`config.mk`:
```
export PLATFORM = sky130hd
export DESIGN_NAME = distributed_dma_channel
export DESIGN_NICKNAME = d
export VERILOG_FILES = /design/src/distributed_dma_pkg.sv /design/src/distributed_dma_addr_count.sv /design/src/distributed_dma_channel.sv
export SDC_FILE = /design/constraint.sdc
export NUM_CORES = 1
export LEC_CHECK = 0
export ABC_AREA = 1
export ABC_CLOCK_PERIOD_IN_PS = 2900
export BUFFER_PORTS_ARGS = -buffer_cell sky130_fd_sc_hd__buf_2
export CORE_MARGIN = 1.5
export CORE_UTILIZATION = 40
export CTS_CLUSTER_DIAMETER = 150
export DETAILED_ROUTE_END_ITERATION = 8
export GPL_ROUTABILITY_DRIVEN = 1
export PLACE_DENSITY = 0.63
export SYNTH_ARGS = -nofsm -noshare
export SYNTH_HDL_FRONTEND = slang
export SYNTH_SLANG_ARGS = --single-unit
```
`constraint.sdc`:
```
create_clock -name i_mclk -period 2.9 [get_ports i_mclk]
set_clock_uncertainty 0.05 [all_clocks]
set_input_delay 0.145 -clock i_mclk [delete_from_list [all_inputs] [get_ports i_mclk]]
set_output_delay 0.145 -clock i_mclk [all_outputs]
set_load 0.03 [all_outputs]
```
`src/distributed_dma_pkg.sv`:
```
/*
  Shared constants and types for the distributed dma slave channel:
  register indices, field positions, reset values and carrier structs.
  Assumes a single 25 MHz clock domain and word-aligned AHB-Lite access.
*/
package distributed_dma_pkg;

  // register indices; byte address is four times the index
  localparam logic [5:0] DISTRIBUTED_DMA_IDX_ADDRESS  = 6'h00;
  localparam logic [5:0] DISTRIBUTED_DMA_IDX_PAGE     = 6'h02;
  localparam logic [5:0] DISTRIBUTED_DMA_IDX_COUNT    = 6'h04;
  localparam logic [5:0] DISTRIBUTED_DMA_IDX_CMD_STAT = 6'h08;
  localparam logic [5:0] DISTRIBUTED_DMA_IDX_SW_REQ   = 6'h09;
  localparam logic [5:0] DISTRIBUTED_DMA_IDX_MODE     = 6'h0B;
  localparam logic [5:0] DISTRIBUTED_DMA_IDX_CLEAR    = 6'h0D;
  localparam logic [5:0] DISTRIBUTED_DMA_IDX_MASK     = 6'h0F;

  // field positions
  localparam int DISTRIBUTED_DMA_MODE_SEL_HI  = 7;
  localparam int DISTRIBUTED_DMA_MODE_SEL_LO  = 6;
  localparam int DISTRIBUTED_DMA_MODE_DIR     = 5;
  localparam int DISTRIBUTED_DMA_MODE_AUTO    = 4;
  localparam int DISTRIBUTED_DMA_MODE_TYPE_HI = 3;
  localparam int DISTRIBUTED_DMA_MODE_TYPE_LO = 2;
  localparam int DISTRIBUTED_DMA_CMD_DISABLE  = 2;
  localparam int DISTRIBUTED_DMA_MASK_BIT     = 0;

  // reset values
  localparam logic [7:0]  DISTRIBUTED_DMA_MODE_RST    = 8'h00;
  localparam logic        DISTRIBUTED_DMA_CMD_DIS_RST = 1'b0;
  localparam logic        DISTRIBUTED_DMA_MASK_RST    = 1'b1;
  localparam logic [15:0] DISTRIBUTED_DMA_WORD_RST    = 16'h0000;
  localparam logic [7:0]  DISTRIBUTED_DMA_PAGE_RST    = 8'h00;

  // count steps per transfer width
  localparam logic [15:0] DISTRIBUTED_DMA_STEP_NARROW = 16'h0001;
  localparam logic [15:0] DISTRIBUTED_DMA_STEP_WIDE   = 16'h0002;

  // ahb-lite encodings
  localparam logic [1:0] DISTRIBUTED_DMA_HTRANS_NONSEQ = 2'h2;
  localparam logic [1:0] DISTRIBUTED_DMA_HTRANS_SEQ    = 2'h3;

  typedef enum logic [1:0] {
    DISTRIBUTED_DMA_MODE_DEMAND = 2'h0,
    DISTRIBUTED_DMA_MODE_SINGLE = 2'h1,
    DISTRIBUTED_DMA_MODE_BLOCK  = 2'h2,
    DISTRIBUTED_DMA_MODE_RSVD   = 2'h3
  } distributed_dma_mode_t;

  typedef enum logic [1:0] {
    DISTRIBUTED_DMA_TYPE_NONE  = 2'h0,
    DISTRIBUTED_DMA_TYPE_WRITE = 2'h1,
    DISTRIBUTED_DMA_TYPE_READ  = 2'h2,
    DISTRIBUTED_DMA_TYPE_RSVD  = 2'h3
  } distributed_dma_type_t;

  // software write strobes into the address/count datapath
  typedef struct packed {
    logic        address_we;
    logic        page_we;
    logic        count_we;
    logic [15:0] data;
  } distributed_dma_wr_t;

  // state presented to the transfer engine
  typedef struct packed {
    logic        request;
    distributed_dma_mode_t  mode;
    distributed_dma_type_t  xtype;
    logic        descending;
    logic [7:0]  page;
    logic [15:0] address;
    logic [15:0] count;
  } distributed_dma_xfer_t;

endpackage

```
`src/distributed_dma_addr_count.sv`:
```
/*
  Address and count datapath of the channel: base and current values,
  stepping after each transfer, terminal count and auto reload.
  Assumes i_clear is high for the cycle of any reset of the channel.
*/
`timescale 1ns/1ps
module distributed_dma_addr_count
  import distributed_dma_pkg::*;
(
  input  wire logic        i_mclk,
  input  wire logic        i_clear,
  input  wire distributed_dma_wr_t    i_wr,
  input  wire logic        i_done,
  input  wire logic        i_wide,
  input  wire logic        i_descending,
  input  wire logic        i_auto_reload,
  output logic [15:0]      o_address,
  output logic [7:0]       o_page,
  output logic [15:0]      o_count,
  output logic             o_terminal
);

  logic [15:0] base_addr_q, base_addr_d;
  logic [15:0] cur_addr_q,  cur_addr_d;
  logic [15:0] base_cnt_q,  base_cnt_d;
  logic [15:0] cur_cnt_q,   cur_cnt_d;
  logic [7:0]  page_q,      page_d;
  logic        tc_q,        tc_d;
  logic [15:0] step;

  //////////////////////////////////////////////////////////////////////////
  // next values
  always_comb begin
    step        = i_wide ? DISTRIBUTED_DMA_STEP_WIDE : DISTRIBUTED_DMA_STEP_NARROW;
    base_addr_d = base_addr_q;
    cur_addr_d  = cur_addr_q;
    base_cnt_d  = base_cnt_q;
    cur_cnt_d   = cur_cnt_q;
    page_d      = page_q;
    tc_d        = 1'b0;
    if (i_wr.address_we) begin
      base_addr_d = i_wr.data;
      cur_addr_d  = i_wr.data;
    end
    if (i_wr.page_we) begin
      page_d = i_wr.data[7:0];
    end
    if (i_wr.count_we) begin
      base_cnt_d = i_wr.data;
      cur_cnt_d  = i_wr.data;
    end
    if (i_done) begin
      // step after each transfer
      cur_addr_d = i_descending ? cur_addr_q - 16'h0001 : cur_addr_q + 16'h0001;
      cur_cnt_d  = (cur_cnt_q > step) ? cur_cnt_q - step : 16'h0000;
      // count used up on this transfer
      if (cur_cnt_q <= step) begin
        tc_d = 1'b1;
        if (i_auto_reload) begin
          cur_addr_d = base_addr_q;
          cur_cnt_d  = base_cnt_q;
        end
      end
    end
  end

  // registers only; clear covers both reset and controller clear
  always_ff @(posedge i_mclk) begin
    if (i_clear) begin
      base_addr_q <= DISTRIBUTED_DMA_WORD_RST;
      cur_addr_q  <= DISTRIBUTED_DMA_WORD_RST;
      base_cnt_q  <= DISTRIBUTED_DMA_WORD_RST;
      cur_cnt_q   <= DISTRIBUTED_DMA_WORD_RST;
      page_q      <= DISTRIBUTED_DMA_PAGE_RST;
      tc_q        <= 1'b0;
    end else begin
      base_addr_q <= base_addr_d;
      cur_addr_q  <= cur_addr_d;
      base_cnt_q  <= base_cnt_d;
      cur_cnt_q   <= cur_cnt_d;
      page_q      <= page_d;
      tc_q        <= tc_d;
    end
  end

  assign o_address  = cur_addr_q;
  assign o_page     = page_q;
  assign o_count    = cur_cnt_q;
  assign o_terminal = tc_q;

endmodule

```
`src/distributed_dma_channel.sv`:
```
/*
  Distributed dma slave channel: AHB-Lite register slave, mode, mask and
  status logic, and the request to the transfer engine.
  The address and count datapath sits in distributed_dma_addr_count; this file owns
  the bus decode, the mode, command and mask registers, the status flags
  and the request level handed to the transfer engine.
  Assumes card inputs are synchronous to i_mclk and that the transfer
  engine pulses i_xfer_done once per completed transfer.
  Assumes hready is looped back from hreadyout, this being the only slave,
  and that every transfer is a whole word; hsize is not checked.
*/
// Functional notes
// - request status bits mirror card request
// - request status ignores the mask bit
// - terminal count sets all four bits
// - status read or reset clears terminal count
// - in block mode any software request write starts transfer
// - mode field picks demand, single, block
// - direction bit steps address up or down
// - mode bit four enables auto reload
// - type field picks none, write, read
// - controller clear write resets all registers
// - mask register holds only bit zero
// - card removal sets the mask bit
// - set mask ignores card requests
// - mask bit resets to one
// - mode bits one, zero read zero
// - count drops one or two per transfer
// - command bit two disables the controller
`timescale 1ns/1ps
module distributed_dma_channel
  import distributed_dma_pkg::*;
(
  input  wire logic        i_mclk,
  input  wire logic        i_reset,
  // ahb-lite slave
  input  wire logic        i_hsel,
  input  wire logic [7:0]  i_haddr,
  input  wire logic [1:0]  i_htrans,
  input  wire logic        i_hwrite,
  input  wire logic [2:0]  i_hsize,
  input  wire logic [31:0] i_hwdata,
  input  wire logic        i_hready,
  output logic [31:0]      o_hrdata,
  output logic             o_hreadyout,
  output logic             o_hresp,
  // card side
  input  wire logic        i_card_dma_request,
  input  wire logic        i_card_present,
  // transfer engine side
  input  wire logic        i_xfer_done,
  input  wire logic        i_wide_mode,
  output distributed_dma_xfer_t       o_xfer,
  output logic             o_terminal_count
);

  //////////////////////////////////////////////////////////////////////////
  // bus front end
  //
  // register map, byte address is four times the index:
  //   0x00 address, base on write, current on read
  //   0x08 page, upper address byte
  //   0x10 count, base on write, current on read
  //   0x20 command on write, status on read
  //   0x24 software request, write only
  //   0x2C transfer mode, bits one and zero read zero
  //   0x34 controller clear, write only
  //   0x3C request mask, bit zero only
  //   any other index reads zero and drops writes
  // a write lands at the end of its data phase with no wait state; a read
  // takes one wait state so a write just before it is already visible

  typedef enum {DISTRIBUTED_DMA_BUS_IDLE, DISTRIBUTED_DMA_BUS_WRITE, DISTRIBUTED_DMA_BUS_RD_WAIT, DISTRIBUTED_DMA_BUS_RD_DONE} distributed_dma_bus_t;

  distributed_dma_bus_t   bus_q, bus_d;
  logic [5:0]  idx_q, idx_d;
  logic [31:0] rdata_q, rdata_d;
  logic        take;

  // a whole-word single transfer addressed to us
  // only NONSEQ and SEQ count; IDLE and BUSY are ignored
  assign take = i_hsel && i_hready && (i_htrans == DISTRIBUTED_DMA_HTRANS_NONSEQ || i_htrans == DISTRIBUTED_DMA_HTRANS_SEQ);

  // byte address to register index
  function automatic logic [5:0] distributed_dma_index(input logic [7:0] addr);
    distributed_dma_index = addr[7:2];
  endfunction

  //////////////////////////////////////////////////////////////////////////
  // channel state

  logic [7:0] mode_q, mode_d;
  logic       cmd_dis_q, cmd_dis_d;
  logic       mask_q, mask_d;
  logic       tc_flag_q, tc_flag_d;
  logic       sw_req_q, sw_req_d;
  logic       present_q;
  logic       wr_en, rd_status;
  logic       clear_now;
  logic       dp_terminal;
  logic [15:0] dp_addr, dp_count;
  logic [7:0]  dp_page;
  distributed_dma_wr_t   dp_wr;
  logic [7:0] status_byte;
  logic       card_removed;
  logic       engine_step;
  logic       engine_on;
  logic       type_valid;
  logic       card_wants;
  logic       soft_wants;

  // register write is applied in the data phase
  assign wr_en = (bus_q == DISTRIBUTED_DMA_BUS_WRITE);
  // status read side effect happens once, in the wait state where the
  // status byte is captured, so the read still returns the flags
  assign rd_status = (bus_q == DISTRIBUTED_DMA_BUS_RD_WAIT) && idx_q == DISTRIBUTED_DMA_IDX_CMD_STAT;

  // write of any value clears the whole controller
  assign clear_now = i_reset || (wr_en && idx_q == DISTRIBUTED_DMA_IDX_CLEAR);

  // request status copies the card line, mask not involved
  assign status_byte = {{4{i_card_dma_request}}, {4{tc_flag_q}}};

  // falling edge of presence marks a removal
  assign card_removed = present_q && !i_card_present;

  // shared enable and type decode for stepping and the request
  assign engine_on  = !cmd_dis_q;
  assign type_valid = mode_q[DISTRIBUTED_DMA_MODE_TYPE_HI:DISTRIBUTED_DMA_MODE_TYPE_LO] == DISTRIBUTED_DMA_TYPE_WRITE
                      || mode_q[DISTRIBUTED_DMA_MODE_TYPE_HI:DISTRIBUTED_DMA_MODE_TYPE_LO] == DISTRIBUTED_DMA_TYPE_READ;

  // a done pulse steps the datapath only while enabled with a real type,
  // so a stray pulse while disabled or with no type cannot move address or count; a masked one still can
  assign engine_step = i_xfer_done && engine_on && type_valid;

  // masked card requests are dropped; software asks only in block mode
  assign card_wants = i_card_dma_request && !mask_q;
  assign soft_wants = sw_req_q && mode_q[DISTRIBUTED_DMA_MODE_SEL_HI:DISTRIBUTED_DMA_MODE_SEL_LO] == DISTRIBUTED_DMA_MODE_BLOCK;

  // bus sequencer and read mux
  always_comb begin
    bus_d   = bus_q;
    idx_d   = idx_q;
    rdata_d = rdata_q;
    case (bus_q)
      DISTRIBUTED_DMA_BUS_IDLE, DISTRIBUTED_DMA_BUS_WRITE, DISTRIBUTED_DMA_BUS_RD_DONE: begin
        bus_d = DISTRIBUTED_DMA_BUS_IDLE;
        if (take) begin
          idx_d = distributed_dma_index(i_haddr);
          bus_d = i_hwrite ? DISTRIBUTED_DMA_BUS_WRITE : DISTRIBUTED_DMA_BUS_RD_WAIT;
        end
      end
      DISTRIBUTED_DMA_BUS_RD_WAIT: begin
        // one wait state so a preceding write is already visible
        bus_d   = DISTRIBUTED_DMA_BUS_RD_DONE;
        rdata_d = 32'h0000_0000;
        // unmapped and write-only indices read zero
        case (idx_q)
          DISTRIBUTED_DMA_IDX_ADDRESS:  rdata_d = {16'h0000, dp_addr};
          DISTRIBUTED_DMA_IDX_PAGE:     rdata_d = {24'h000000, dp_page};
          DISTRIBUTED_DMA_IDX_COUNT:    rdata_d = {16'h0000, dp_count};
          DISTRIBUTED_DMA_IDX_CMD_STAT: rdata_d = {24'h000000, status_byte};
          DISTRIBUTED_DMA_IDX_MODE:     rdata_d = {24'h000000, mode_q[7:2], 2'b00};
          DISTRIBUTED_DMA_IDX_MASK:     rdata_d = {31'h00000000, mask_q};
          default:           rdata_d = 32'h0000_0000;
        endcase
      end
      default: bus_d = DISTRIBUTED_DMA_BUS_IDLE;
    endcase
  end

  // bus state; a controller clear leaves it alone so the clear write
  // itself still completes its data phase
  always_ff @(posedge i_mclk) begin
    if (i_reset) begin
      bus_q   <= DISTRIBUTED_DMA_BUS_IDLE;
      idx_q   <= 6'h00;
      rdata_q <= 32'h0000_0000;
    end else begin
      bus_q   <= bus_d;
      idx_q   <= idx_d;
      rdata_q <= rdata_d;
    end
  end

  // hreadyout drops only in the read wait state; hresp is always OKAY
  // and read data stands until the next read completes
  assign o_hreadyout = (bus_q != DISTRIBUTED_DMA_BUS_RD_WAIT);
  assign o_hresp     = 1'b0;
  assign o_hrdata    = rdata_q;

  //////////////////////////////////////////////////////////////////////////
  // mode, command, mask, status flags

  always_comb begin
    mode_d    = mode_q;
    cmd_dis_d = cmd_dis_q;
    mask_d    = mask_q;
    tc_flag_d = tc_flag_q;
    sw_req_d  = sw_req_q;
    // software writes, applied in the data phase
    if (wr_en) begin
      case (idx_q)
        DISTRIBUTED_DMA_IDX_MODE:     mode_d    = {i_hwdata[7:2], 2'b00};
        DISTRIBUTED_DMA_IDX_CMD_STAT: cmd_dis_d = i_hwdata[DISTRIBUTED_DMA_CMD_DISABLE];
        DISTRIBUTED_DMA_IDX_MASK:     mask_d    = i_hwdata[DISTRIBUTED_DMA_MASK_BIT];
        DISTRIBUTED_DMA_IDX_SW_REQ:   sw_req_d  = 1'b1;
        default:           mode_d    = mode_q;
      endcase
    end
    // removal sets the mask and wins over a same-cycle write
    if (card_removed) begin
      mask_d = 1'b1;
    end
    // read clears terminal count, a new terminal count wins
    if (rd_status) begin
      tc_flag_d = 1'b0;
    end
    // terminal count ends a software request; it must be written again
    // for the next block
    if (dp_terminal) begin
      tc_flag_d = 1'b1;
      sw_req_d  = 1'b0;
    end
  end

  // registers; reset and a controller clear share one path, and the mask
  // comes back set so card requests wait for software
  always_ff @(posedge i_mclk) begin
    if (clear_now) begin
      mode_q    <= DISTRIBUTED_DMA_MODE_RST;
      cmd_dis_q <= DISTRIBUTED_DMA_CMD_DIS_RST;
      mask_q    <= DISTRIBUTED_DMA_MASK_RST;
      tc_flag_q <= 1'b0;
      sw_req_q  <= 1'b0;
    end else begin
      mode_q    <= mode_d;
      cmd_dis_q <= cmd_dis_d;
      mask_q    <= mask_d;
      tc_flag_q <= tc_flag_d;
      sw_req_q  <= sw_req_d;
    end
  end

  // presence history for removal edge; zero after reset so no false removal follows it
  always_ff @(posedge i_mclk) begin
    if (i_reset) begin
      present_q <= 1'b0;
    end else begin
      present_q <= i_card_present;
    end
  end

  //////////////////////////////////////////////////////////////////////////
  // address and count datapath

  // software writes into the datapath; address and count take the low
  // half of the data word, page the low byte
  always_comb begin
    dp_wr.address_we = wr_en && idx_q == DISTRIBUTED_DMA_IDX_ADDRESS;
    dp_wr.page_we    = wr_en && idx_q == DISTRIBUTED_DMA_IDX_PAGE;
    dp_wr.count_we   = wr_en && idx_q == DISTRIBUTED_DMA_IDX_COUNT;
    dp_wr.data       = i_hwdata[15:0];
  end

  // datapath clears together with the rest of the channel
  distributed_dma_addr_count distributed_dma_addr_count_i (
    .i_mclk        (i_mclk),
    .i_clear       (clear_now),
    .i_wr          (dp_wr),
    .i_done        (engine_step),
    .i_wide        (i_wide_mode),
    .i_descending  (mode_q[DISTRIBUTED_DMA_MODE_DIR]),
    .i_auto_reload (mode_q[DISTRIBUTED_DMA_MODE_AUTO]),
    .o_address     (dp_addr),
    .o_page        (dp_page),
    .o_count       (dp_count),
    .o_terminal    (dp_terminal)
  );

  //////////////////////////////////////////////////////////////////////////
  // request toward the transfer engine

  // level handed to the engine together with the fields it needs;
  // the request is combinational so a mask write takes effect at once
  always_comb begin
    o_xfer.mode       = distributed_dma_mode_t'(mode_q[DISTRIBUTED_DMA_MODE_SEL_HI:DISTRIBUTED_DMA_MODE_SEL_LO]);
    o_xfer.xtype      = distributed_dma_type_t'(mode_q[DISTRIBUTED_DMA_MODE_TYPE_HI:DISTRIBUTED_DMA_MODE_TYPE_LO]);
    o_xfer.descending = mode_q[DISTRIBUTED_DMA_MODE_DIR];
    o_xfer.page       = dp_page;
    o_xfer.address    = dp_addr;
    o_xfer.count      = dp_count;
    // masked card requests ignored; disabled controller or no type asks nothing
    o_xfer.request    = engine_on
                        && type_valid
                        && o_xfer.mode != DISTRIBUTED_DMA_MODE_RSVD
                        && (card_wants || soft_wants);
  end

  // one-cycle pulse, a cycle after the done that used the count up
  assign o_terminal_count = dp_terminal;

endmodule

```
## Yosys cells after proc, flatten, opt, wreduce, memory -nomap -nowiden

Cells that the tools add are included.

- Multiplexer cells: 18
- Bitwise gates (word level): 1
- Reduce and logical (&&, ||, !) cells: 36
- $add $sub $neg: 3
- Equality and inequality tests: 19
- Order comparisons: 2

Operators by type and width:

| cell | number |
|---|---|
| two-way mux 16 bit | 10 |
| == test 32 x 2 -> 1 bit, second input constant | 3 |
| case mux 16 bit (6 select lines) | 1 |
| case mux 32 bit (2 select lines) | 1 |
| == test 32 x 1 -> 1 bit, second input constant | 1 |
| == test 32 x 3 -> 1 bit, second input constant | 1 |
| zero test 32 bit | 1 |
| inequality test 32 x 3 -> 1 bit, second input constant | 1 |
| == test 6 x 4 -> 1 bit, second input constant | 5 |
| adder 16 x 1 -> 16 bit, second input constant | 1 |
| > comparator 16 bit | 1 |
| less-or-equal comparator 16 bit | 1 |
| subtractor 16 x 1 -> 16 bit, second input constant | 1 |
| subtractor 16 bit | 1 |
| logical AND 1 bit | 15 |
| AND reduction 2 bit | 5 |
| == test 2 bit, second input constant | 4 |
| == test 6 x 2 -> 1 bit, second input constant | 1 |
| == test 6 x 3 -> 1 bit, second input constant | 1 |
| zero test 6 bit | 1 |
| two-way mux 2 bit | 3 |
| nonzero test 2 bit | 3 |
| OR reduction 2 bit | 3 |
| logical OR 1 bit | 4 |
| 6 further kinds | 10 |

- Flip-flop bits (word level): 154
- Input bits: 54
- Logic and storage cells: 94
- Output and inout bits: 81

## Longest topological paths before layout

Gate-level depths: netlist of run 1.

- Word-level depth: 6
- Mapped depth: 14
- Mapped depth without buffers: 14

## Cells and area by module

From an unflattened synthesis of run 1, not the netlist that was laid out.

- Cells, all modules: 977
- Area, all modules: 6371.1 um2

Modules (own cells, without submodules):

| module | times used | cells an instance | area an instance (um2) | seq. area each (um2) |
|---|---|---|---|---|
| distributed_dma_addr_count | 1 | 684 | 4384.2 | 1461.4 |
| distributed_dma_channel | 1 | 293 | 1986.9 | 700.7 |

## Least setup slack after synthesis of run 1

No wires, ideal clock.

- Kind: register -> register
- From: register distributed_dma_addr_count_i.cur_cnt_q[0], in the netlist distributed_dma_addr_count_i.o_count[0]
- To: register distributed_dma_addr_count_i.cur_addr_q[5], in the netlist distributed_dma_addr_count_i.o_address[5]
- Cell stages (with the launch flop): 12
- Period minus slack after synthesis: 2.156 ns
- Arrival time: 2.036 ns
- Data required time: 2.780 ns
- Setup time: 0.070 ns
- Slack: 0.744 ns
- Path buffers: 1
- Cells stage by stage: dfxtp_1 > inv_1 > ha_1 > fa_1 > nand2_1 > nand2_1 > nand4_2 > buf_2 > nand3_1 > nand3_1 > nand2_1 > a21oi_1

- Word-level cells in the longest chain between the ends: 3

Ends and longest elaborated chain:

| element | RTL line | source |
|---|---|---|
| from (decl) | distributed_dma_addr_count.sv:26 | `logic [15:0] cur_cnt_q, cur_cnt_d;` |
| from (signal assigned) | distributed_dma_addr_count.sv:80 | `cur_cnt_q <= cur_cnt_d;` |
| less-or-equal comparator 16 bit | distributed_dma_addr_count.sv:57 | `if (cur_cnt_q <= step) begin` |
| two-way mux 16 bit | distributed_dma_addr_count.sv:57 |  |
| two-way mux 16 bit | distributed_dma_addr_count.sv:52 | `if (i_done) begin` |
| to (signal assigned) | distributed_dma_addr_count.sv:78 | `cur_addr_q <= cur_addr_d;` |
| to (decl) | distributed_dma_addr_count.sv:24 | `logic [15:0] cur_addr_q, cur_addr_d;` |

Every way passes these cells.
A chain may end at the register's enable or synchronous reset.

## Worst setup path after layout of run 1

- From: register mode_q[5]
- To: register distributed_dma_addr_count_i.cur_addr_q[15], in the netlist distributed_dma_addr_count_i.o_address[15]

- Word-level cells in the longest chain between the ends: 4

Ends and longest elaborated chain:

| element | RTL line | source |
|---|---|---|
| from (decl) | distributed_dma_channel.sv:92 | `logic [7:0] mode_q, mode_d;` |
| from (signal assigned) | distributed_dma_channel.sv:237 | `mode_q <= mode_d;` |
| two-way mux 16 bit (*) | distributed_dma_addr_count.sv:54 | `cur_addr_d = i_descending ? cur_addr_q - 16'h0001 : cur_addr_q + 16'h0001;` |
| two-way mux 16 bit | distributed_dma_addr_count.sv:59 | `if (i_auto_reload) begin` |
| two-way mux 16 bit (*) | distributed_dma_addr_count.sv:57 |  |
| two-way mux 16 bit (*) | distributed_dma_addr_count.sv:52 |  |

Every way passes the cells marked *; elsewhere a longest branch is shown, timed or not.

==> results of run 1 <==
[cell usage after synthesis]
library cell  instances
and2_1                2
o211ai_1             20
o21bai_2              1
inv_1               111
o22ai_1               8
nand3_1              45
nor4_1                1
nand3_4               1
nor2_1               65
fa_1                  2
a211oi_1              8
o211a_1               1
o21ai_1               8
nor3_1                6
nand4_1               5
nor2_2                7
conb_1                1
buf_6                 1
a21oi_1              92
dfxtp_1             108
a32oi_1               1
a22oi_1               5
inv_2                 4
nand3b_1              2
clkbuf_1             15
a22o_1                1
clkinv_1              2
a311oi_1              1
nand2_1             244
nand4_2               3
o21ai_0              76
buf_4                23
ha_1                 16
xnor2_1               1
xor2_1               12
buf_1                 1
nand2_2               3
nor2_4                5
buf_2                12
o2bb2ai_1             1
o21a_1                7
nand3_2               1
[how the worst max path moves through the flow]
stage	startpoint	endpoint	slack, ns	cells after the start
after global placement	mode_q[5]	distributed_dma_addr_count_i.o_address[15]	0.64	11
final	mode_q[5]	distributed_dma_addr_count_i.o_address[15]	0.59	11
after detailed placement	mode_q[5]	distributed_dma_addr_count_i.o_address[15]	0.66	11
after CTS	mode_q[5]	distributed_dma_addr_count_i.o_address[15]	0.63	11
after global routing	mode_q[5]	distributed_dma_addr_count_i.o_address[13]	0.42	12
after floorplan	distributed_dma_addr_count_i.o_count[0]	distributed_dma_addr_count_i.o_address[5]	0.74	11
[metal layers]
layer	track usage	up-vias	share of wire
li1	-	3178	-
met1	0.3288	2811	0.48
met2	0.3583	202	0.44
met3	0.04313	21	0.069
met4	0.05618	0	0.014
met5	0	-	0
[stage by stage]
| step | worst slack (ns) | instances | util | hold slack [ns] | cell area (sq um) |
|---|---|---|---|---|---|
| floorplan | 0.7438 | 945 | - | 0.2199 | 6275 |
| global route | 0.4230 | 1208 | 0.4700 | 0.004137 | 7144 |
| detailed placement | 0.6601 | 1188 | 0.4454 | 0.3234 | 6771 |
| CTS | 0.6320 | 1208 | 0.4700 | 0.003449 | 7144 |
| finish | 0.5933 | 1208 | 0.4700 | 0.01112 | 7144 |
| global placement | 0.6445 | 1188 | 0.4454 | 0.3310 | 6771 |
[final cells by class]
cell class / instances / area (sq um) / area share
clock buffers: 11 / 232.7 / 0.03257
clock inverters: 5 / 100.1 / 0.01401
inverters: 117 / 439.2 / 0.06147
multi-input cells: 668 / 3369 / 0.4716
flip-flops and latches: 108 / 2162 / 0.3026
well taps: 188 / 235.2 / 0.03292
repair buffers: 111 / 605.6 / 0.08476
[sequential cells by signal, indices dropped and copies added, names as in the netlist]
register / count
distributed_dma_addr_count_i.o_count: 16
present_q: 1
distributed_dma_addr_count_i.o_address: 16
o_hrdata: 16
mask_q: 1
distributed_dma_addr_count_i.base_addr_q: 16
bus_q: 2
distributed_dma_addr_count_i.o_terminal: 1
sw_req_q: 1
cmd_dis_q: 1
mode_q: 6
distributed_dma_addr_count_i.base_cnt_q: 16
distributed_dma_addr_count_i.o_page: 8
tc_flag_q: 1
idx_q: 6
[cell families (layout without fill, tap and decap cells)]
kind of cell | after synthesis | in the layout | share of synthesized area
fa+ha+maj | 18 | 18 | 0.03866
compound gates | 230 | 230 | 0.2072
buf+inv | 169 | 244 | 0.1196
other cells | 1 | 17 | 0.0006034
simple gates | 390 | 390 | 0.2678
xor+xnor | 13 | 13 | 0.01832
flops | 108 | 108 | 0.3479
[worst register-to-register path, cell delays in order, from the launching register on]
cell,delay [ns]
dfxtp_1,0.71
ha_1,0.41
nand2_1,0.15
inv_1,0.05
a21oi_1,0.20
nand2_1,0.15
nand2_1,0.12
nand2_1,0.05
nand2_1,0.06
nand3_1,0.10
nand2_1,0.08
a21oi_1,0.05
[cell usage in the layout (no fill, tap or decap), types with 4 or more instances in the layout]
master,netlist,layout
o21ai_0,76,76
a21oi_1,92,92
inv_1,111,111
dfxtp_1,108,108
inv_2,4,4
nor2_4,5,5
nor2_2,7,7
conb_1,1,17
nor2_1,65,65
o21ai_1,8,8
a211oi_1,8,8
xor2_1,12,12
buf_4,23,12
clkbuf_16,0,9
buf_2,12,95
nand3_1,45,45
o211ai_1,20,20
a22oi_1,5,5
o21a_1,7,7
dlygate4sd3_1,0,4
o22ai_1,8,8
ha_1,16,16
nor3_1,6,6
nand2_1,244,244
nand4_1,5,5
[power by group]
part           internal [mW]  switching (mW)  total [mW]  leakage, nW
clock network          0.843           0.566        1.41        0.163
logic                 0.0969           0.235       0.332         2.42
registers               1.50          0.0215        1.53        0.872
==> results.cfg, run 1 <==
[logic_synthesis]
syn_inst = 929
yosysWarnings = 0
yosys-top-cells-area = dfxtp_1 (35%), nand2_1 (15%), a21oi_1 (7.4%)
synth_cell_type_count = 42
syn-cell-area_sq_mm = 0.006215
yosysTopAreaCell = dfxtp_1
synth.top_cell.area_share = 0.3479
avgSynthCellArea_sq_um = 6.690
yosysSeqAreaShare = 0.3479
ys_seq_elements = 108

[worst_hold_path]
timing.hold.worst.class = input pin to flop
hp-start = i_haddr[5]
whs_path_depth = 3
min_to = idx_q[3]

[floorplan]
pin_count = 135
chipWidth_um = 127.6
die-area_sq_mm = 0.01629
initial_utilization = 0.4088
die_y_um = 127.6
row_count = 45
core_sq_mm = 0.01520

[detailed_routing]
dr_total_vias = 6212
antenna_left = 0
wl_per_cell_um = 15.18
routed_wl_um = 18340
drc = 0
firstDrtPassIters = 5
viasPerCell = 5.142
first_iter_violations = 505

[sta]
drv_slew = 0
finalSetupViolCount = 0
setup_tns_ns = 0
rsz0062_at_grt = no
fmax_mhz = 433.5
tightest_slew_ns = 1.185
min_period_ns = 2.307
fin_crit_sh = 0.7954
maxSlewHeadroom = 0.2089
hold_viol_final = 0

[setup_path]
cp-end-kind = flop
r2r.worst_path.cells = 11
crit_family = flip-flops
slowest_delay_ns = 0.71
r2r_start = mode_q[5]
cp_data_required_time_ns = 3.08
r2r-end = distributed_dma_addr_count_i.o_address[15]
worstPathArrival_ns = 2.49
cp_num_buf_inv = 1
crit_path_max_fanout = 14
crit_top_cell = nand2_1
cp_cell_sequence = ha_1 > nand2_1 > inv_1 > a21oi_1 > nand2_1 > nand2_1 > nand2_1 > nand2_1 > nand3_1 > nand2_1 > a21oi_1
critPathLaunchType = flop
r2r_setup_slack_ns = 0.59
path_class = flop to flop
slowest_stage = dfxtp_1

[clock_tree]
clk-insertion-delay-late_ns = 0.36
cts_made_buffers = 9
cts_tree = built
clock_sinks = 108
cts_hold_buf = 4
clkTransAtPathRegs_ns = 0.07
cts_setup_buffers = 0
cts.path.max_buffers = 2
htree_levels = 3
cts-root-buf = clkbuf_16
ctsResizeCount = 0

[flow_run]
drv_cap = 0

[pwr]
power_mw = 3.268
leakagePower_nw = 3.454
pwr_density_cell_mw_per_mm2 = 457.4
ir_worst_vdd_mv = 0.4626

[cells_and_area]
insertedDiodeCount = 0
drive_gt1_frac = 0.1431
fill_cells = 1618
nets = 1087
syn2layout_area_growth_pct = 14.96

[global_routing]
grt_pass1_wl_um = 29300
gr-total-overflow = 0
antenna_found_initial = 0
grt.total_usage = 0.2301
grt_start_max_net_pins = 44
grt_pass1_vias = 5506

[placement]
hpwl_um = 13600
port_buffers = 95
gp_congestion = 0.9077

[run_status]
status = finished clean
Note: power is estimated with default switching activity, not from simulation.
==> inputs of run 2 (changes only) <==
--- a/config.mk
+++ b/config.mk
@@ -6,14 +6,14 @@
 export NUM_CORES = 1
 export LEC_CHECK = 0
 export ABC_AREA = 1
-export ABC_CLOCK_PERIOD_IN_PS = 2900
+export ABC_CLOCK_PERIOD_IN_PS = 2000
 export BUFFER_PORTS_ARGS = -buffer_cell sky130_fd_sc_hd__buf_2
 export CORE_MARGIN = 1.5
 export CORE_UTILIZATION = 40
 export CTS_CLUSTER_DIAMETER = 150
 export DETAILED_ROUTE_END_ITERATION = 8
 export GPL_ROUTABILITY_DRIVEN = 1
-export PLACE_DENSITY = 0.63
+export PLACE_DENSITY = 0.65
 export SYNTH_ARGS = -nofsm -noshare
 export SYNTH_HDL_FRONTEND = slang
 export SYNTH_SLANG_ARGS = --single-unit
==> constraint.sdc (replaced) <==
create_clock -name i_mclk -period 2 [get_ports i_mclk]
set_clock_uncertainty 0.05 [all_clocks]
set_input_delay 0.1 -clock i_mclk [delete_from_list [all_inputs] [get_ports i_mclk]]
set_output_delay 0.1 -clock i_mclk [all_outputs]
set_load 0.03 [all_outputs]
==> results.cfg, run 2 (same netlist as run 1, synthesis figures left out) <==
[clock_tree]
clk-insertion-delay-late_ns = 0.35
cts_made_buffers = 9
cts.path.max_buffers = 2
cts-root-buf = clkbuf_16
clkTransAtPathRegs_ns = 0.07
clock_sinks = 108
htree_levels = 3
cts_tree = built

[floorplan]
row_count = 45
chipWidth_um = 127.6
pin_count = 135
die_y_um = 127.6
core_sq_mm = 0.01520
initial_utilization = 0.4088
die-area_sq_mm = 0.01629

[placement]
port_buffers = 95
hpwl_um = 13960
place_ws_ns = -0.02171
gp_congestion = 0.8982

[setup_path]
cp_cell_sequence = inv_2 > ha_4 > fa_2 > nand2_1 > nor2_1 > nand2_1 > nand2_4 > nand2_1 > nand2_1 > nand2_1 > nand3_1 > nand2_1 > inv_1
cp-end-kind = flop
worstPathArrival_ns = 2.10
crit_family = simple AND/OR/NAND/NOR gates
cp_num_buf_inv = 2
crit_top_cell = nand2_1
slowest_delay_ns = 0.42
path_class = flop to flop
slowest_stage = fa_2
cp_data_required_time_ns = 2.21
critPathLaunchType = flop
crit_path_max_fanout = 9

[cells_and_area]
layout_common_cells = nand2_1 (241), inv_1 (110), dfxtp_1 (106), buf_2 (95), a21oi_1 (90)
insertedDiodeCount = 0
drive_gt1_frac = 0.1885
syn2layout_area_growth_pct = 22.95
final_common_cell = nand2_1
nets = 1128

[detailed_routing]
first_iter_violations = 496
antenna_left = 0
dr_total_vias = 6380
viasPerCell = 5.108
wl_per_cell_um = 14.93
drc = 0
routed_wl_um = 18650
firstDrtPassIters = 5

[sta]
setup_tns_ns = 0
tightest_slew_ns = 0.5076
min_period_ns = 1.893
finalSetupViolCount = 0
maxSlewHeadroom = 0.6612
hold_viol_final = 0
drv_slew = 0
rsz0062_at_grt = yes
fmax_mhz = 528.4
fin_ws_ns = 0.1075
fin_crit_sh = 0.9463

[worst_hold_path]
timing.hold.worst.class = input pin to flop

[global_routing]
grtUsageMet2 = 0.3533
grt.total_usage = 0.2292
gr-usage-met3 = 0.03643
grt_pass1_vias = 5455
grtUsageMet1 = 0.3359
busiest_layer = met2
antenna_found_initial = 0
gr-total-overflow = 0
grt_pass1_wl_um = 29160
grt_start_max_net_pins = 43

[run_status]
status = finished clean

[pwr]
leakagePower_nw = 3.645
ir_worst_vdd_mv = 0.3897
pwr_density_cell_mw_per_mm2 = 580.8
power_mw = 4.438

[flow_run]
drv_cap = 0
## run 2: cell count changes in the layout (fill, tap and decap cells not counted), sizes merged
| cell | delta |
|---|---|
| clkinv | -1 |
| bufinv | -3 |
| inv | +2 |
| buf | +31 |
| clkinvlp | +2 |
| dlygate4sd3 | +10 |
## run 2: report_power, final
group	internal [mW]	leakage, nW	total (mW)	switching, mW
clock	0.850	0.126	1.67	0.824
sequential	2.18	0.873	2.21	0.0280
combinational	0.193	2.65	0.556	0.363
total	3.22	3.65	4.44	1.21
## run 2: final timing paths
kind	startpoint	to	slack [ns]	cells past startpoint
min reg2reg	distributed_dma_addr_count_i.o_terminal	sw_req_q	0.40	1
max	distributed_dma_addr_count_i.o_count[0]	distributed_dma_addr_count_i.o_address[1]	0.11	13
max reg2reg	distributed_dma_addr_count_i.o_count[0]	distributed_dma_addr_count_i.o_address[1]	0.11	13
min	i_hwdata[2]	distributed_dma_addr_count_i.base_cnt_q[2]	0.01	3
## run 2: cell type report
class                      instances  area (sq um)
fill                            1570          7561
clock buffer                      11         232.7
timing repair buffer             152          1008
sequential                       108          2167
inverter                         117         441.7
tap                              188         235.2
clock inverter                     5         35.03
multi-input combinational        668          3521
## run 2: timing repair
item                                   4_1_cts  5_1_grt
setup buffers                                0        1
hold buffers                                14        0
pin swaps                                    0        3
endpoints found under the hold margin       16        0
gates resized for setup                      1       34
setup endpoints to repair                    2       24
## run 2: per-layer routing
metal  share of wire  up-vias
li1                -     3262
met1            0.49     2905
met2            0.44      203
met3           0.059       10
met4           0.011        0
met5               0        -
## run 2: per-stage QoR
stage / cells / util / instance area (sq um) / hold WS [ns]
floorplan: 945 / - / 6281 / 0.1749
global placement: 1218 / 0.4646 / 7063 / 0.2890
detailed placement: 1218 / 0.4646 / 7063 / 0.2955
CTS: 1248 / 0.4916 / 7473 / 0.0004474
global route: 1249 / 0.5026 / 7641 / 0.01716
finish: 1249 / 0.5026 / 7641 / 0.01239
## run 2: worst min-delay path, stage by stage
cell and delay [ns]:
buf_2 0.13, nand2_1 0.08, a21oi_1 0.06
==> inputs of run 3 (changes only) <==
--- a/config.mk
+++ b/config.mk
@@ -8,12 +8,13 @@
 export ABC_AREA = 1
 export ABC_CLOCK_PERIOD_IN_PS = 2000
 export BUFFER_PORTS_ARGS = -buffer_cell sky130_fd_sc_hd__buf_2
+export CAP_MARGIN = 10
 export CORE_MARGIN = 1.5
-export CORE_UTILIZATION = 40
+export CORE_UTILIZATION = 35
 export CTS_CLUSTER_DIAMETER = 150
 export DETAILED_ROUTE_END_ITERATION = 8
 export GPL_ROUTABILITY_DRIVEN = 1
-export PLACE_DENSITY = 0.65
+export PLACE_DENSITY = 0.59
 export SYNTH_ARGS = -nofsm -noshare
 export SYNTH_HDL_FRONTEND = slang
 export SYNTH_SLANG_ARGS = --single-unit
==> results.cfg, run 3 (same netlist as run 1, synthesis figures left out) <==
[floorplan]
row_count = 48
die_y_um = 136.3
chipWidth_um = 136.3
die-area_sq_mm = 0.01856
initial_utilization = 0.3593
pin_count = 135
core_sq_mm = 0.01730

[setup_path]
r2r_start = distributed_dma_addr_count_i.o_count[0]
worstPathArrival_ns = 2.16
cp-end-kind = flop
r2r-end = distributed_dma_addr_count_i.o_address[5]
path_class = flop to flop
slowest_delay_ns = 0.43
r2r.worst_path.cells = 11
r2r_setup_slack_ns = 0.08
cp_data_required_time_ns = 2.25
crit_path_max_fanout = 6
slowest_stage = fa_2
cp-startpoint = distributed_dma_addr_count_i.o_count[0]
critPathLaunchType = flop
cp_cell_sequence = inv_1 > ha_2 > fa_2 > nand2_2 > nand2_2 > nand4_4 > buf_6 > nand3_1 > nand3_1 > nand2_1 > a21oi_2
crit_path_end = distributed_dma_addr_count_i.o_address[5]

[placement]
port_buffers = 95
gp_congestion = 0.8542
hpwl_um = 14810

[sta]
fin_hold_ws_ns = 0.01709
setup_tns_ns = 0
hold_viol_final = 0
drv_slew = 0
fmax_mhz = 521.3
fin_crit_sh = 0.9591
min_period_ns = 1.918
finalSetupViolCount = 0
rsz0062_at_grt = yes

[clock_tree]
cts.path.max_buffers = 2
cts-root-buf = clkbuf_16
htree_levels = 3
cts_made_buffers = 9
cts_tree = built
clock_sinks = 108
clk-insertion-delay-late_ns = 0.36
clkTransAtPathRegs_ns = 0.07

[global_routing]
grt.total_usage = 0.2118
grt_start_max_net_pins = 43
grt_pass1_vias = 5591
gr-total-overflow = 0
antenna_found_initial = 0
grt_pass1_wl_um = 30020

[run_status]
status = finished clean

[cells_and_area]
syn2layout_area_growth_pct = 25.77
drive_gt1_frac = 0.2013
fill_cells = 1867
final_common_cell = nand2_1
layout_common_cells = nand2_1 (241), inv_1 (111), dfxtp_1 (106), buf_2 (95), a21oi_1 (86)
nets = 1140
insertedDiodeCount = 0

[detailed_routing]
firstDrtPassIters = 5
viasPerCell = 4.945
antenna_left = 0
first_iter_violations = 468
routed_wl_um = 19630
dr_total_vias = 6418
drc = 0
wl_per_cell_um = 15.12

[pwr]
switching_power_mw = 1.295
clkPwrFrac = 0.404
power_frac_comb = 0.123
p_sw_frac = 0.2773
p_seq_frac = 0.473
leakagePower_nw = 3.716
pwr_density_cell_mw_per_mm2 = 597.3
intPower_mw = 3.374
ir_worst_vdd_mv = 0.4170

[worst_hold_path]
whs_path_depth = 3
timing.hold.worst.class = input pin to flop
hp-start = i_hwdata[8]

[flow_run]
drv_cap = 0
run 3: cell count changes in the layout (fill, tap and decap cells not counted), sizes merged:
cell and delta:
buf +9, nand2 +1, clkbuf -2, dlygate4sd3 +2, clkinvlp -1, inv +2
bufinv +1
run 3: how the worst min path moves through the flow:
stage / to
finish: distributed_dma_addr_count_i.base_addr_q[8]
detailed placement: present_q
global placement: present_q
CTS: distributed_dma_addr_count_i.base_addr_q[13]
floorplan: present_q
global route: distributed_dma_addr_count_i.base_addr_q[8]
run 3: final cells by class:
| cell class | instances | area [sq um] | share of cell area |
|---|---|---|---|
| clock buffers | 9 | 225.2 | 0.02881 |
| clock inverters | 7 | 81.33 | 0.01040 |
| inverters | 117 | 442.9 | 0.05667 |
| multi-input cells | 669 | 3522 | 0.4506 |
| flip-flops and latches | 108 | 2167 | 0.2773 |
| well taps | 225 | 281.5 | 0.03602 |
| repair buffers | 163 | 1096 | 0.1402 |
run 3: what timing repair did:
| action | 4_1_cts | 5_1_grt |
|---|---|---|
| endpoints found under the setup margin | 7 | 19 |
| gates resized for setup | 1 | 32 |
| hold buffers | 16 | 0 |
| pin swaps | 0 | 4 |
| gates cloned | 0 | 1 |
| setup buffers | 0 | 5 |
| hold endpoints to repair | 18 | 0 |
run 3: routing by layer:
layer,global-route usage,wire [um],vias up
met2,0.3215,8822,176
met4,0.04078,170,0
met5,0,0,-
met1,0.3105,9508,2943
met3,0.04139,1124,10
li1,-,-,3289
run 3: per-stage QoR:
step | power, mW | util | cells | worst slack, ns | instance area [sq um]
finish | 4.669 | 0.4519 | 1298 | 0.08174 | 7816
global route | 4.853 | 0.4519 | 1298 | -0.06994 | 7816
CTS | 4.678 | 0.4403 | 1292 | 0.01591 | 7616
detailed placement | 2.776 | 0.4132 | 1260 | -0.03941 | 7147
global placement | 2.774 | 0.4132 | 1260 | -0.01108 | 7147
floorplan | 2.616 | - | 945 | 0.006613 | 6281
run 3: worst max-delay path, delay by kind of cell (launching register included):
family          cells  cell delay, ns
fa+ha+maj           2            0.61
buf+inv             2            0.19
simple gates        6            0.56
flops               1            0.34
compound gates      1            0.10
run 3: power by group through the flow:
stage               clock (mW)  combinational, mW  sequential [mW]
finish                    1.89              0.574             2.21
global route              2.01              0.627             2.21
CTS                       1.93              0.548             2.20
detailed placement           0              0.521             2.26
global placement             0              0.519             2.26
floorplan                    0              0.337             2.28
